--- src/hw/timer_pin_io_params.svh ---
// offsets, field positions and reset values of the channel 3..5 pin select block
// assumes: included by bare name from every file that needs a constant
`ifndef TIMER_PIN_IO_PARAMS_SVH
`define TIMER_PIN_IO_PARAMS_SVH

// wishbone byte offsets of the registers
`define OFS_CH3_UPPER_SEL   8'h00
`define OFS_CH3_LOWER_SEL   8'h04
`define OFS_CH4_SEL         8'h08
`define OFS_CH5_SEL         8'h0c
`define OFS_CH3_MODE        8'h10
`define OFS_CH3_FIRST_GR    8'h14
`define OFS_CH3_THIRD_GR    8'h18
`define OFS_CH4_FIRST_GR    8'h1c
`define OFS_CH5_FIRST_GR    8'h20
`define OFS_PIN_STATUS      8'h24

// field layout of a pin action nibble
`define FLD_TOP_BIT         3
`define FLD_LEVEL_BIT       2
`define FLD_EDGE_BIT        1
`define FLD_LOW_BIT         0

// buffer pair enable inside the channel 3 mode register
`define MODE_BUF_A_BIT      4

// reset values
`define RST_SEL             8'h00
`define RST_MODE            8'h00
`define RST_GR              16'hffff

`endif

--- src/hw/timer_pin_io_pkg.sv ---
// types shared by the channel 3..5 pin select block
// assumes: nothing beyond the params header
package timer_pin_io_pkg;

  // decoded meaning of one pin action nibble
  typedef enum logic [2:0] {
    MODE_OFF,
    MODE_CLR,
    MODE_SET,
    MODE_TGL,
    MODE_CAP_RISE,
    MODE_CAP_FALL,
    MODE_CAP_BOTH,
    MODE_CAP_CASCADE
  } pin_mode_t;

  // one two-way timer pin as seen at a design port
  typedef struct packed {
    logic out;
    logic oe_n;
  } pin_drive_t;

  // counter view of one channel
  typedef struct packed {
    logic [15:0] value;
    logic        tick;
  } count_view_t;

endpackage

--- src/hw/pin_edge_detect.sv ---
// rising and falling edge detector for one synchronous timer pin
// assumes: pin_i already synchronous to clk_i
`timescale 1ns/100ps
module pin_edge_detect (
  input  wire logic clk_i,   // clock
  input  wire logic rst_i,   // synchronous reset, active high
  input  wire logic pin_i,   // pin level
  output logic      rise_o,  // rising edge this cycle
  output logic      fall_o   // falling edge this cycle
);
  logic last;
  logic next_last;

  always_comb begin
    next_last = pin_i;
    rise_o    = pin_i & ~last;
    fall_o    = ~pin_i & last;
  end

  always_ff @(posedge clk_i) begin
    if (rst_i) begin
      last <= 1'b0;
    end else begin
      last <= next_last;
    end
  end
endmodule // pin_edge_detect

--- src/hw/pin_action_unit.sv ---
// one general register with its pin: output compare or input capture by a 4-bit action field
// assumes: counter value and tick come from the channel counter; pin input is synchronous
`timescale 1ns/100ps
`include "timer_pin_io_params.svh"
module pin_action_unit
  import timer_pin_io_pkg::*;
#(
  parameter int          W           = 16,   // general register width
  parameter bit          HAS_CASCADE = 1'b1, // 11xx selects a cascade source
  parameter bit          FLAT_CAP    = 1'b0  // level bit ignored in capture codes
) (
  input  wire logic         clk_i,      // clock
  input  wire logic         rst_i,      // synchronous reset, active high
  input  wire logic [3:0]   field_i,    // pin action field
  input  wire logic         inhibit_i,  // field invalid, no events
  input  wire logic [W-1:0] count_i,    // channel counter value
  input  wire logic         tick_i,     // counter advanced this cycle
  input  wire logic         cascade_i,  // cascade capture source event
  input  wire logic         pin_i,      // pin input level
  input  wire logic         wr_i,       // software write of general register
  input  wire logic [W-1:0] wr_data_i,  // write data
  output logic [W-1:0]      gr_o,       // general register
  output pin_drive_t        pin_o,      // pin drive, oe_n low when driving
  output logic              event_o     // registered compare match or capture pulse
);
  pin_mode_t    mode;
  logic         rise;
  logic         fall;
  logic         match;
  logic         capture;
  logic         out_mode;
  logic [3:0]   last_field;
  logic [3:0]   next_last_field;
  logic [W-1:0] next_gr;
  pin_drive_t   next_pin;
  logic         next_event;

  pin_edge_detect u_edge (
    .clk_i  (clk_i),
    .rst_i  (rst_i),
    .pin_i  (pin_i),
    .rise_o (rise),
    .fall_o (fall)
  );

  always_comb begin
    if (!field_i[`FLD_TOP_BIT]) begin
      case (field_i[1:0])
        2'b01:   mode = MODE_CLR;
        2'b10:   mode = MODE_SET;
        2'b11:   mode = MODE_TGL;
        default: mode = MODE_OFF;
      endcase
    end else if (field_i[`FLD_LEVEL_BIT] && HAS_CASCADE && !FLAT_CAP) begin
      mode = MODE_CAP_CASCADE;
    end else if (field_i[`FLD_EDGE_BIT]) begin
      mode = MODE_CAP_BOTH;
    end else if (field_i[`FLD_LOW_BIT]) begin
      mode = MODE_CAP_FALL;
    end else begin
      mode = MODE_CAP_RISE;
    end
  end

  always_comb begin
    out_mode = !field_i[`FLD_TOP_BIT];
    match    = out_mode && !inhibit_i && tick_i && (count_i == gr_o);
    capture  = 1'b0;
    case (mode)
      MODE_CAP_RISE:    capture = rise;
      MODE_CAP_FALL:    capture = fall;
      MODE_CAP_BOTH:    capture = rise | fall;
      MODE_CAP_CASCADE: capture = cascade_i;
      default:          capture = 1'b0;
    endcase
    capture         = capture & !inhibit_i;
    next_last_field = field_i;
    next_event      = match | capture;
    next_gr         = gr_o;
    if (capture) begin
      next_gr = count_i;
    end else if (wr_i) begin
      next_gr = wr_data_i;
    end
    next_pin.oe_n = !(out_mode && mode != MODE_OFF && !inhibit_i);
    next_pin.out  = pin_o.out;
    if (out_mode && field_i != last_field) begin
      next_pin.out = field_i[`FLD_LEVEL_BIT];
    end else if (match) begin
      case (mode)
        MODE_CLR: next_pin.out = 1'b0;
        MODE_SET: next_pin.out = 1'b1;
        MODE_TGL: next_pin.out = ~pin_o.out;
        default:  next_pin.out = pin_o.out;
      endcase
    end
  end

  always_ff @(posedge clk_i) begin
    if (rst_i) begin
      gr_o       <= W'(`RST_GR);
      pin_o      <= '{out: 1'b0, oe_n: 1'b1};
      event_o    <= 1'b0;
      last_field <= 4'h0;
    end else begin
      gr_o       <= next_gr;
      pin_o      <= next_pin;
      event_o    <= next_event;
      last_field <= next_last_field;
    end
  end
endmodule // pin_action_unit

--- src/hw/timer_pin_io_select_ch3_5.sv ---
// pin action select for timer channels 3, 4 and 5 with a classic wishbone register slave
// assumes: counters live outside and present value plus a one-cycle tick; pins are synchronous
//
// Local design decisions: the register addresses and the Wishbone register port.
`timescale 1ns/100ps
`include "timer_pin_io_params.svh"
module timer_pin_io_select_ch3_5
  import timer_pin_io_pkg::*;
#(
  parameter int W = 16  // counter and general register width
) (
  input  wire logic         clk_i,        // clock, 100 MHz
  input  wire logic         rst_i,        // synchronous reset, active high
  input  wire logic         cyc_i,        // wishbone cycle
  input  wire logic         stb_i,        // wishbone strobe
  input  wire logic         we_i,         // wishbone write enable
  input  wire logic [7:0]   adr_i,        // wishbone byte address
  input  wire logic [3:0]   sel_i,        // wishbone byte selects
  input  wire logic [31:0]  dat_i,        // wishbone write data
  output logic [31:0]       dat_o,        // wishbone read data
  output logic              ack_o,        // wishbone acknowledge
  input  wire logic [W-1:0] ch3_count_i,  // channel 3 counter value
  input  wire logic         ch3_tick_i,   // channel 3 counter advanced
  input  wire logic [W-1:0] ch4_count_i,  // channel 4 counter value
  input  wire logic         ch4_tick_i,   // channel 4 counter counted up or down
  input  wire logic [W-1:0] ch5_count_i,  // channel 5 counter value
  input  wire logic         ch5_tick_i,   // channel 5 counter advanced
  input  wire logic         ch3_pin_a_i,  // channel 3 pin a input
  output logic              ch3_pin_a_o,  // channel 3 pin a output
  output logic              ch3_pin_a_oe_n_o, // channel 3 pin a enable, low drives
  input  wire logic         ch3_pin_c_i,  // channel 3 pin c input
  output logic              ch3_pin_c_o,  // channel 3 pin c output
  output logic              ch3_pin_c_oe_n_o, // channel 3 pin c enable, low drives
  input  wire logic         ch4_pin_a_i,  // channel 4 pin a input
  output logic              ch4_pin_a_o,  // channel 4 pin a output
  output logic              ch4_pin_a_oe_n_o, // channel 4 pin a enable, low drives
  input  wire logic         ch5_pin_a_i,  // channel 5 pin a input
  output logic              ch5_pin_a_o,  // channel 5 pin a output
  output logic              ch5_pin_a_oe_n_o, // channel 5 pin a enable, low drives
  output logic [3:0]        event_o       // events: ch3 first, ch3 third, ch4, ch5
);
  localparam int NU = 4;

  // software registers
  logic [7:0]  ch3_upper_pin_io_select;
  logic [7:0]  ch3_lower_pin_io_select;
  logic [7:0]  ch4_pin_io_select;
  logic [7:0]  ch5_pin_io_select;
  logic [7:0]  ch3_mode_reg;
  logic [7:0]  next_ch3_upper_pin_io_select;
  logic [7:0]  next_ch3_lower_pin_io_select;
  logic [7:0]  next_ch4_pin_io_select;
  logic [7:0]  next_ch5_pin_io_select;
  logic [7:0]  next_ch3_mode_reg;

  // bus slave state
  logic        next_ack;
  logic [31:0] next_dat;
  logic        wr_go;
  logic        buffer_pair_a_enable;
  logic [1:0]  lanes;
  logic [W-1:0] wr_word;

  // per unit wiring, index 0 ch3 first, 1 ch3 third, 2 ch4 first, 3 ch5 first
  logic [3:0]   first_pin_action_field;
  logic [3:0]   third_pin_action_field;
  logic [3:0]   u_field   [NU];
  logic         u_inhibit [NU];
  logic [W-1:0] u_count   [NU];
  logic         u_tick    [NU];
  logic         u_cascade [NU];
  logic         u_pin_in  [NU];
  logic         u_wr      [NU];
  logic [W-1:0] u_gr      [NU];
  pin_drive_t   u_pin     [NU];
  logic         u_event   [NU];
  logic [7:0]   u_ofs     [NU];

  logic [W-1:0] ch3_first_general_reg;
  logic [W-1:0] ch3_third_general_reg;
  logic [W-1:0] ch4_first_general_reg;
  logic [W-1:0] ch5_first_general_reg;

  assign first_pin_action_field = ch3_upper_pin_io_select[3:0];
  assign third_pin_action_field = ch3_lower_pin_io_select[3:0];
  assign buffer_pair_a_enable   = ch3_mode_reg[`MODE_BUF_A_BIT];

  always_comb begin
    u_field[0]   = first_pin_action_field;
    u_field[1]   = third_pin_action_field;
    u_field[2]   = ch4_pin_io_select[3:0];
    u_field[3]   = ch5_pin_io_select[3:0];
    u_inhibit[0] = 1'b0;
    u_inhibit[1] = buffer_pair_a_enable;
    u_inhibit[2] = 1'b0;
    u_inhibit[3] = 1'b0;
    u_count[0]   = ch3_count_i;
    u_count[1]   = ch3_count_i;
    u_count[2]   = ch4_count_i;
    u_count[3]   = ch5_count_i;
    u_tick[0]    = ch3_tick_i;
    u_tick[1]    = ch3_tick_i;
    u_tick[2]    = ch4_tick_i;
    u_tick[3]    = ch5_tick_i;
    u_cascade[0] = ch4_tick_i;
    u_cascade[1] = ch4_tick_i;
    u_cascade[2] = u_event[0];
    u_cascade[3] = 1'b0;
    u_pin_in[0]  = ch3_pin_a_i;
    u_pin_in[1]  = ch3_pin_c_i;
    u_pin_in[2]  = ch4_pin_a_i;
    u_pin_in[3]  = ch5_pin_a_i;
    u_ofs[0]     = `OFS_CH3_FIRST_GR;
    u_ofs[1]     = `OFS_CH3_THIRD_GR;
    u_ofs[2]     = `OFS_CH4_FIRST_GR;
    u_ofs[3]     = `OFS_CH5_FIRST_GR;
  end

  // writes take effect on the edge at which ack rises
  always_comb begin
    wr_go   = cyc_i && stb_i && we_i && !ack_o;
    lanes   = sel_i[1:0];
    wr_word = W'(dat_i);
  end

  genvar g;
  generate
    for (g = 0; g < NU; g++) begin : g_unit
      pin_action_unit #(
        .W           (W),
        .HAS_CASCADE (g != 3),
        .FLAT_CAP    (g == 3)
      ) u_act (
        .clk_i     (clk_i),
        .rst_i     (rst_i),
        .field_i   (u_field[g]),
        .inhibit_i (u_inhibit[g]),
        .count_i   (u_count[g]),
        .tick_i    (u_tick[g]),
        .cascade_i (u_cascade[g]),
        .pin_i     (u_pin_in[g]),
        .wr_i      (u_wr[g]),
        .wr_data_i (wr_word),
        .gr_o      (u_gr[g]),
        .pin_o     (u_pin[g]),
        .event_o   (u_event[g])
      );
      assign u_wr[g] = wr_go && (adr_i == u_ofs[g]) && (lanes == 2'b11);
    end
  endgenerate

  assign ch3_first_general_reg = u_gr[0];
  assign ch3_third_general_reg = u_gr[1];
  assign ch4_first_general_reg = u_gr[2];
  assign ch5_first_general_reg = u_gr[3];

  // pin drives and event pulses are flops inside the units
  assign ch3_pin_a_o      = u_pin[0].out;
  assign ch3_pin_a_oe_n_o = u_pin[0].oe_n;
  assign ch3_pin_c_o      = u_pin[1].out;
  assign ch3_pin_c_oe_n_o = u_pin[1].oe_n;
  assign ch4_pin_a_o      = u_pin[2].out;
  assign ch4_pin_a_oe_n_o = u_pin[2].oe_n;
  assign ch5_pin_a_o      = u_pin[3].out;
  assign ch5_pin_a_oe_n_o = u_pin[3].oe_n;
  assign event_o          = {u_event[3], u_event[2], u_event[1], u_event[0]};

  // register writes, byte lane 0 carries the 8-bit registers
  always_comb begin
    next_ch3_upper_pin_io_select = ch3_upper_pin_io_select;
    next_ch3_lower_pin_io_select = ch3_lower_pin_io_select;
    next_ch4_pin_io_select       = ch4_pin_io_select;
    next_ch5_pin_io_select       = ch5_pin_io_select;
    next_ch3_mode_reg            = ch3_mode_reg;
    if (wr_go && sel_i[0]) begin
      if (adr_i == `OFS_CH3_UPPER_SEL) begin
        next_ch3_upper_pin_io_select = dat_i[7:0];
      end else if (adr_i == `OFS_CH3_LOWER_SEL) begin
        next_ch3_lower_pin_io_select = dat_i[7:0];
      end else if (adr_i == `OFS_CH4_SEL) begin
        next_ch4_pin_io_select = dat_i[7:0];
      end else if (adr_i == `OFS_CH5_SEL) begin
        next_ch5_pin_io_select = dat_i[7:0];
      end else if (adr_i == `OFS_CH3_MODE) begin
        next_ch3_mode_reg = dat_i[7:0];
      end
    end
  end

  // read mux and single-wait-state ack; unmapped reads return zero
  always_comb begin
    next_ack = cyc_i && stb_i && !ack_o;
    next_dat = 32'h0000_0000;
    if (adr_i == `OFS_CH3_UPPER_SEL) begin
      next_dat[7:0] = ch3_upper_pin_io_select;
    end else if (adr_i == `OFS_CH3_LOWER_SEL) begin
      next_dat[7:0] = ch3_lower_pin_io_select;
    end else if (adr_i == `OFS_CH4_SEL) begin
      next_dat[7:0] = ch4_pin_io_select;
    end else if (adr_i == `OFS_CH5_SEL) begin
      next_dat[7:0] = ch5_pin_io_select;
    end else if (adr_i == `OFS_CH3_MODE) begin
      next_dat[7:0] = ch3_mode_reg;
    end else if (adr_i == `OFS_CH3_FIRST_GR) begin
      next_dat[W-1:0] = ch3_first_general_reg;
    end else if (adr_i == `OFS_CH3_THIRD_GR) begin
      next_dat[W-1:0] = ch3_third_general_reg;
    end else if (adr_i == `OFS_CH4_FIRST_GR) begin
      next_dat[W-1:0] = ch4_first_general_reg;
    end else if (adr_i == `OFS_CH5_FIRST_GR) begin
      next_dat[W-1:0] = ch5_first_general_reg;
    end else if (adr_i == `OFS_PIN_STATUS) begin
      next_dat[7:0] = {u_pin[3].oe_n, u_pin[2].oe_n, u_pin[1].oe_n, u_pin[0].oe_n,
                       u_pin[3].out, u_pin[2].out, u_pin[1].out, u_pin[0].out};
    end
    if (!(cyc_i && stb_i && !we_i && !ack_o)) begin
      next_dat = 32'h0000_0000;
    end
  end

  always_ff @(posedge clk_i) begin
    if (rst_i) begin
      ch3_upper_pin_io_select <= `RST_SEL;
      ch3_lower_pin_io_select <= `RST_SEL;
      ch4_pin_io_select       <= `RST_SEL;
      ch5_pin_io_select       <= `RST_SEL;
      ch3_mode_reg            <= `RST_MODE;
      ack_o                   <= 1'b0;
      dat_o                   <= 32'h0000_0000;
    end else begin
      ch3_upper_pin_io_select <= next_ch3_upper_pin_io_select;
      ch3_lower_pin_io_select <= next_ch3_lower_pin_io_select;
      ch4_pin_io_select       <= next_ch4_pin_io_select;
      ch5_pin_io_select       <= next_ch5_pin_io_select;
      ch3_mode_reg            <= next_ch3_mode_reg;
      ack_o                   <= next_ack;
      dat_o                   <= next_dat;
    end
  end
endmodule // timer_pin_io_select_ch3_5

--- config.mk ---
export PLATFORM = sky130hd
export DESIGN_NAME = timer_pin_io_select_ch3_5
export DESIGN_NICKNAME = d
export VERILOG_FILES = /design/src/hw/timer_pin_io_pkg.sv /design/src/hw/pin_edge_detect.sv /design/src/hw/pin_action_unit.sv /design/src/hw/timer_pin_io_select_ch3_5.sv
export VERILOG_INCLUDE_DIRS = /design/src /design/src/hw
export SDC_FILE = /design/constraint.sdc
export NUM_CORES = 1
export LEC_CHECK = 0
export ABC_AREA = 0
export BUFFER_PORTS_ARGS = -buffer_cell sky130_fd_sc_hd__buf_2
export CORE_ASPECT_RATIO = 1.4
export CORE_MARGIN = 4
export CORE_UTILIZATION = 57
export DETAILED_ROUTE_END_ITERATION = 8
export GPL_TIMING_DRIVEN = 0
export PLACE_DENSITY = 0.81
export SLEW_MARGIN = 15
export SYNTH_ARGS = -nofsm -noshare
export SYNTH_HDL_FRONTEND = slang
export SYNTH_HIERARCHICAL = 1
export SYNTH_SLANG_ARGS = --single-unit
export TNS_END_PERCENT = 20
--- constraint.sdc ---
create_clock -name clk_i -period 3.25 [get_ports clk_i]
set_input_delay 0.65 -clock clk_i [delete_from_list [all_inputs] [get_ports clk_i]]
set_output_delay 0.65 -clock clk_i [all_outputs]
set_load 0.05 [all_outputs]
# After elaboration in Yosys (flattened, before gate mapping)
# Index checks and enable logic that the tools add are counted.
[totals]
ff_bits = 169
in_bits = 104
out_inout_bits = 45
word_cells = 250
[op_classes]
n_eq_ne = 57
mux = 54
n_bitwise = 34
reduce_logical = 72
[op_table]
columns = ["cell", "n"]
rows = [
  ["16-bit 2-to-1 mux", 11],
  ["16-bit == test", 4],
  ["8-bit 2-to-1 mux", 8],
  ["3-bit == test, second input constant", 15],
  ["1-bit logical AND", 33],
  ["3-bit 2-to-1 mux", 11],
  ["8-bit by 5-bit == test with 1-bit output, second input constant", 4],
  ["3-bit by 2-bit == test with 1-bit output, second input constant", 8],
  ["2-bit case mux with 3 select lines", 4],
  ["2-bit == test, second input constant", 9],
  ["1-bit inverter", 17],
  ["8-bit by 4-bit == test with 1-bit output, second input constant", 2],
  ["8-bit by 6-bit == test with 1-bit output, second input constant", 2],
  ["4-bit != test", 4],
  ["2-bit nonzero test", 8],
  ["4-bit nonzero test", 4],
  ["1-bit case mux with 3 select lines", 5],
  ["3-bit by 1-bit == test with 1-bit output, second input constant", 4],
  ["1-bit 2-to-1 mux", 12],
  ["1-bit case mux with 4 select lines", 3],
  ["3-bit nonzero test", 4],
  ["1-bit logical NOT", 11],
  ["2-bit AND reduction", 5],
  ["1-bit bitwise AND", 9],
  ["10 further kinds", 20],
]

# Longest topological paths before layout
[depth]
ltp_word = 11
depth_mapped = 11
depth_no_buf = 8

# Hierarchy
# Netlist, hierarchy kept.
[modules_own_cells]
columns = ["mod", "instances", "cells_per_inst", "area_per_inst_um2", "seq_area_each_um2"]
rows = [
  ["timer_pin_io_select_ch3_5", 1, 380, 3201.8, 1141.1],
  ["pin_action_unit (g_unit[0].u_act ...)", 2, 126, 1307.5, 460.4],
  ["pin_action_unit (g_unit[2].u_act)", 1, 136, 1326.3, 460.4],
  ["pin_action_unit (g_unit[3].u_act)", 1, 141, 1265.0, 460.4],
  ["pin_edge_detect", 4, 4, 38.8, 20.0],
]

# Worst setup path after synthesis
# OpenSTA, ideal clock, no wires.
[synth_timing]
kind = "input to register"
start = "input port stb_i"
end = "register g_unit[2].u_act.gr_o[10]"
setup_time_ps = 117
arrival_time_ps = 2587
required_ps = 3133
setup_slack_ps = 547
stages = 9
n_path_buf = 2
path_cell_list = "nand3b_1 -> nor2_1 -> nand2_1 -> nor3_1 -> buf_2 -> clkbuf_1 -> mux2_2 -> mux2i_1 -> nand2b_1"
[synth_rtl]
columns = ["item", "line", "source"]
rows = [
  ["from (decl)", "timer_pin_io_select_ch3_5.sv:15", "input wire logic stb_i,"],
  ["to (signal assigned)", "pin_action_unit.sv:101", "gr_o <= W'(`RST_GR);"],
  ["to (signal assigned)", "pin_action_unit.sv:106", "gr_o <= next_gr;"],
  ["to (decl)", "pin_action_unit.sv:22", "output logic [W-1:0] gr_o,"],
]

==> flow_metrics.env <==
export IMPL_syn2layout_area_growth_pct=18.1
export IMPL_ir_worst_vdd_mv=0.287
export IMPL_grt_pass1_wl_um=42200
export IMPL_crit_chain="buf_2 -> nor4b_4 -> nand2_2 -> nor3_1 -> buf_2 -> clkbuf_1 -> mux2_2 -> mux2i_1 -> nand2b_1"
export IMPL_setup_viol=0
export IMPL_p_leak_nw=4.03
export IMPL_cts_repair_resized=0
export IMPL_syn_cell_area_um2=8560
export IMPL_path_clk_slew_ns=0.06
export IMPL_min_period_over_period=0.960
export IMPL_start_util=0.588
export IMPL_yosysUniqueCellTypes=63
export IMPL_ys_flop_type="dfxtp_1"
export IMPL_synth_edf_count=0
export IMPL_tightestPinTransition_ns=0.751
export IMPL_power_density_nw_per_um2=442
export IMPL_timing_rr_start="ack_o"
export IMPL_clock_latency_ns=0.42
export IMPL_ys_seq_area_frac=0.358
export IMPL_totalWireLength_um=27800
export IMPL_place_congestion=1.01
export IMPL_final_cells=1284
export IMPL_grt_overflow=0
export IMPL_hold_slack_ns=0.466
export IMPL_largest_register="g_unit.u_act/gr_o"
export IMPL_top_regs="g_unit.u_act/gr_o: 64 flops, dat_o: 16 flops, g_unit.u_act/last_field: 16 flops"
export IMPL_cts_hold_repair_buffers=0
export IMPL_synth_yosys_warnings=6
export IMPL_maxSlewHeadroom=0.497
export IMPL_fin_worst_skew_ns=0.00908
export IMPL_crit_path_end_kind="flop"
export IMPL_cts_sinks=153
export IMPL_drcViolationCount=0
export IMPL_path_max_fanout=10
export IMPL_final_hold_viol_count=0
export IMPL_die_area_um2=17100
export IMPL_fmax_mhz=321
export IMPL_num_nets_final=1185
export IMPL_cts_tree="built"
export IMPL_grt_use_total=0.319
export IMPL_drv_slew=0
export IMPL_max_stage_delay_ns=0.64
export IMPL_critPathSlowestCell="nor4b_4"
export IMPL_drt_initial_drc_count=652
export IMPL_ant_nets=0
export IMPL_cp_required_ns=3.57
export IMPL_portBuffers=113
export IMPL_critPathKind="primary input to flop"
export IMPL_fillCellCount=1199
export IMPL_vias_per_cell=6.03
export IMPL_drt_pass1_iterations=6
export IMPL_worstPathArrival_ns=3.44
export IMPL_ys_ff_latch=153
export IMPL_crit_top_cell="buf_2"
export IMPL_die_y_um=153
export IMPL_largest_reg_flops=64
export IMPL_cp_startpoint="adr_i[7]"
export IMPL_grt_max_degree=30
export IMPL_async_flop_share=0
export IMPL_clock_path_buffers=2
export IMPL_regArea_um2=3060
export IMPL_wl_per_cell_um=21.7
export IMPL_fin_crit_ns=3.12
export IMPL_cts_buffers=17
export IMPL_grt_antenna_before_repair=1
export IMPL_drv_cap=0
export IMPL_dp_cells=1251
export IMPL_avgSynthCellArea_um2=9.26
export IMPL_place_hpwl_um=20200
export IMPL_die_w_um=112
export IMPL_grt_setup_unrepaired="false"
export IMPL_vias=7737
export IMPL_root_buffer="clkbuf_16"
export IMPL_status="finished, final reports clean"
export IMPL_hp_class="primary input to flop"
export IMPL_startpoint_type="primary input"
export IMPL_hold_start="ch4_count_i[8]"
export IMPL_coreArea_um2=14600
export IMPL_syn_inst=925
export IMPL_postCtsSetupRepairBufs=0
export IMPL_placementRows=52
export IMPL_first_global_vias=7771
export IMPL_multi_input_area_um2=5200
export IMPL_layout_drive_gt1_share=0.214
export IMPL_io_pins=149
export IMPL_htreeDepth=4
-- critical path: cells and delay by family --
kind	cells	cell delay [ns]
mux	2	0.53
simple gates	4	1.32
buf+inv	3	0.93
-- cell usage in the layout (no fill, tap or decap), drive strengths merged, types with 3 or more instances in the layout --
cell | synthesis | final
or2 | 3 | 3
a31oi | 4 | 4
conb | 1 | 25
a21oi | 33 | 33
o21ai | 35 | 35
xnor2 | 59 | 59
nand3 | 20 | 20
nand2b | 73 | 73
nor2 | 67 | 67
inv | 8 | 15
nand2 | 70 | 70
a21boi | 4 | 4
a22oi | 21 | 21
o22ai | 8 | 8
or4 | 5 | 5
dfxtp | 153 | 153
nor2b | 36 | 36
bufinv | 0 | 4
a222oi | 3 | 3
and3 | 5 | 5
nor4 | 8 | 8
xor2 | 12 | 12
o211ai | 3 | 3
buf | 37 | 150
mux2 | 59 | 59
nor3 | 20 | 20
o221ai | 4 | 4
nand4 | 16 | 16
clkbuf | 23 | 41
mux2i | 114 | 114
-- cell type report --
type                            count  share of cell area
Timing Repair Buffer              113              0.0559
Sequential cell                   153               0.303
Tap cell                          189              0.0234
Inverter                            8             0.00297
Buffer                             60              0.0362
Multi-Input combinational cell    728               0.514
Clock inverter                     14              0.0205
Antenna cell                        1            0.000247
Clock buffer                       18              0.0434
-- kinds of logic (layout without fill, tap and decap cells) --
kind of cell / after synthesis / count (layout) / share of synthesized area
other cells: 1 / 26 / 0.000438
simple gates: 333 / 333 / 0.211
flops: 153 / 153 / 0.358
buf+inv: 68 / 213 / 0.0463
compound gates: 126 / 126 / 0.0989
mux: 173 / 173 / 0.213
xor+xnor: 71 / 71 / 0.0726
-- per-stage QoR --
stage                     TNS [ns]  cell area (um^2)  utilization  setup WS [ns]  power, mW
after floorplan                  0              8650            -          0.547       2.13
final                            0             10100        0.694          0.131       4.47
after CTS                        0             10100        0.693         0.0367       4.47
after detailed placement     -4.65              9460        0.649         -0.244       2.30
after global routing             0             10100        0.694        0.00560       4.58
after global placement       -3.94              9460        0.649         -0.195       2.29
-- Yosys cell counts, types with 5 or more instances --
cell / count / share of area
dfxtp_1: 153 / 0.36
mux2i_1: 114 / 0.13
nand2b_1: 73 / 0.053
nand2_1: 68 / 0.030
nor2_1: 66 / 0.029
xnor2_1: 59 / 0.060
nor2b_1: 36 / 0.026
o21ai_0: 34 / 0.020
a21oi_1: 31 / 0.018
mux2_1: 28 / 0.037
mux2_2: 27 / 0.036
clkbuf_1: 23 / 0.010
a22oi_1: 21 / 0.018
nand3_1: 19 / 0.011
buf_4: 18 / 0.016
nor3_1: 18 / 0.011
nand4_1: 15 / 0.011
buf_2: 14 / 0.0082
xor2_1: 12 / 0.012
inv_1: 8 / 0.0035
o22ai_1: 8 / 0.0058
and3_1: 5 / 0.0037
nor4_1: 5 / 0.0037
-- where the power goes --
part	switching [mW]	leakage [nW]	total (mW)	internal (mW)
logic	0.255	2.48	0.391	0.136
clock network	0.867	0.316	2.20	1.33
registers	0.00190	1.24	1.88	1.88
total	1.12	4.03	4.47	3.34
-- metal layers --
metal  share of wire  up-vias  routed length, um  track usage
li1                -     3531                  -            -
met1            0.36     3623               9990        0.366
met2            0.49      474              13600        0.536
met3           0.078      109               2180       0.0498
met4           0.074        0               2050        0.228
met5               0        -                  0            0
-- worst paths after layout --
path / to / slack (ns) / cells past startpoint
worst max-delay path: g_unit[2].u_act/gr_o[11] / 0.13 / 9
worst min-delay path: g_unit[2].u_act/gr_o[8] / 0.47 / 3
worst max register to register: g_unit[2].u_act/gr_o[11] / 0.19 / 9
worst min register to register: ch3_lower_pin_io_select[7] / 0.47 / 2
(Power assumes the default switching activity.)
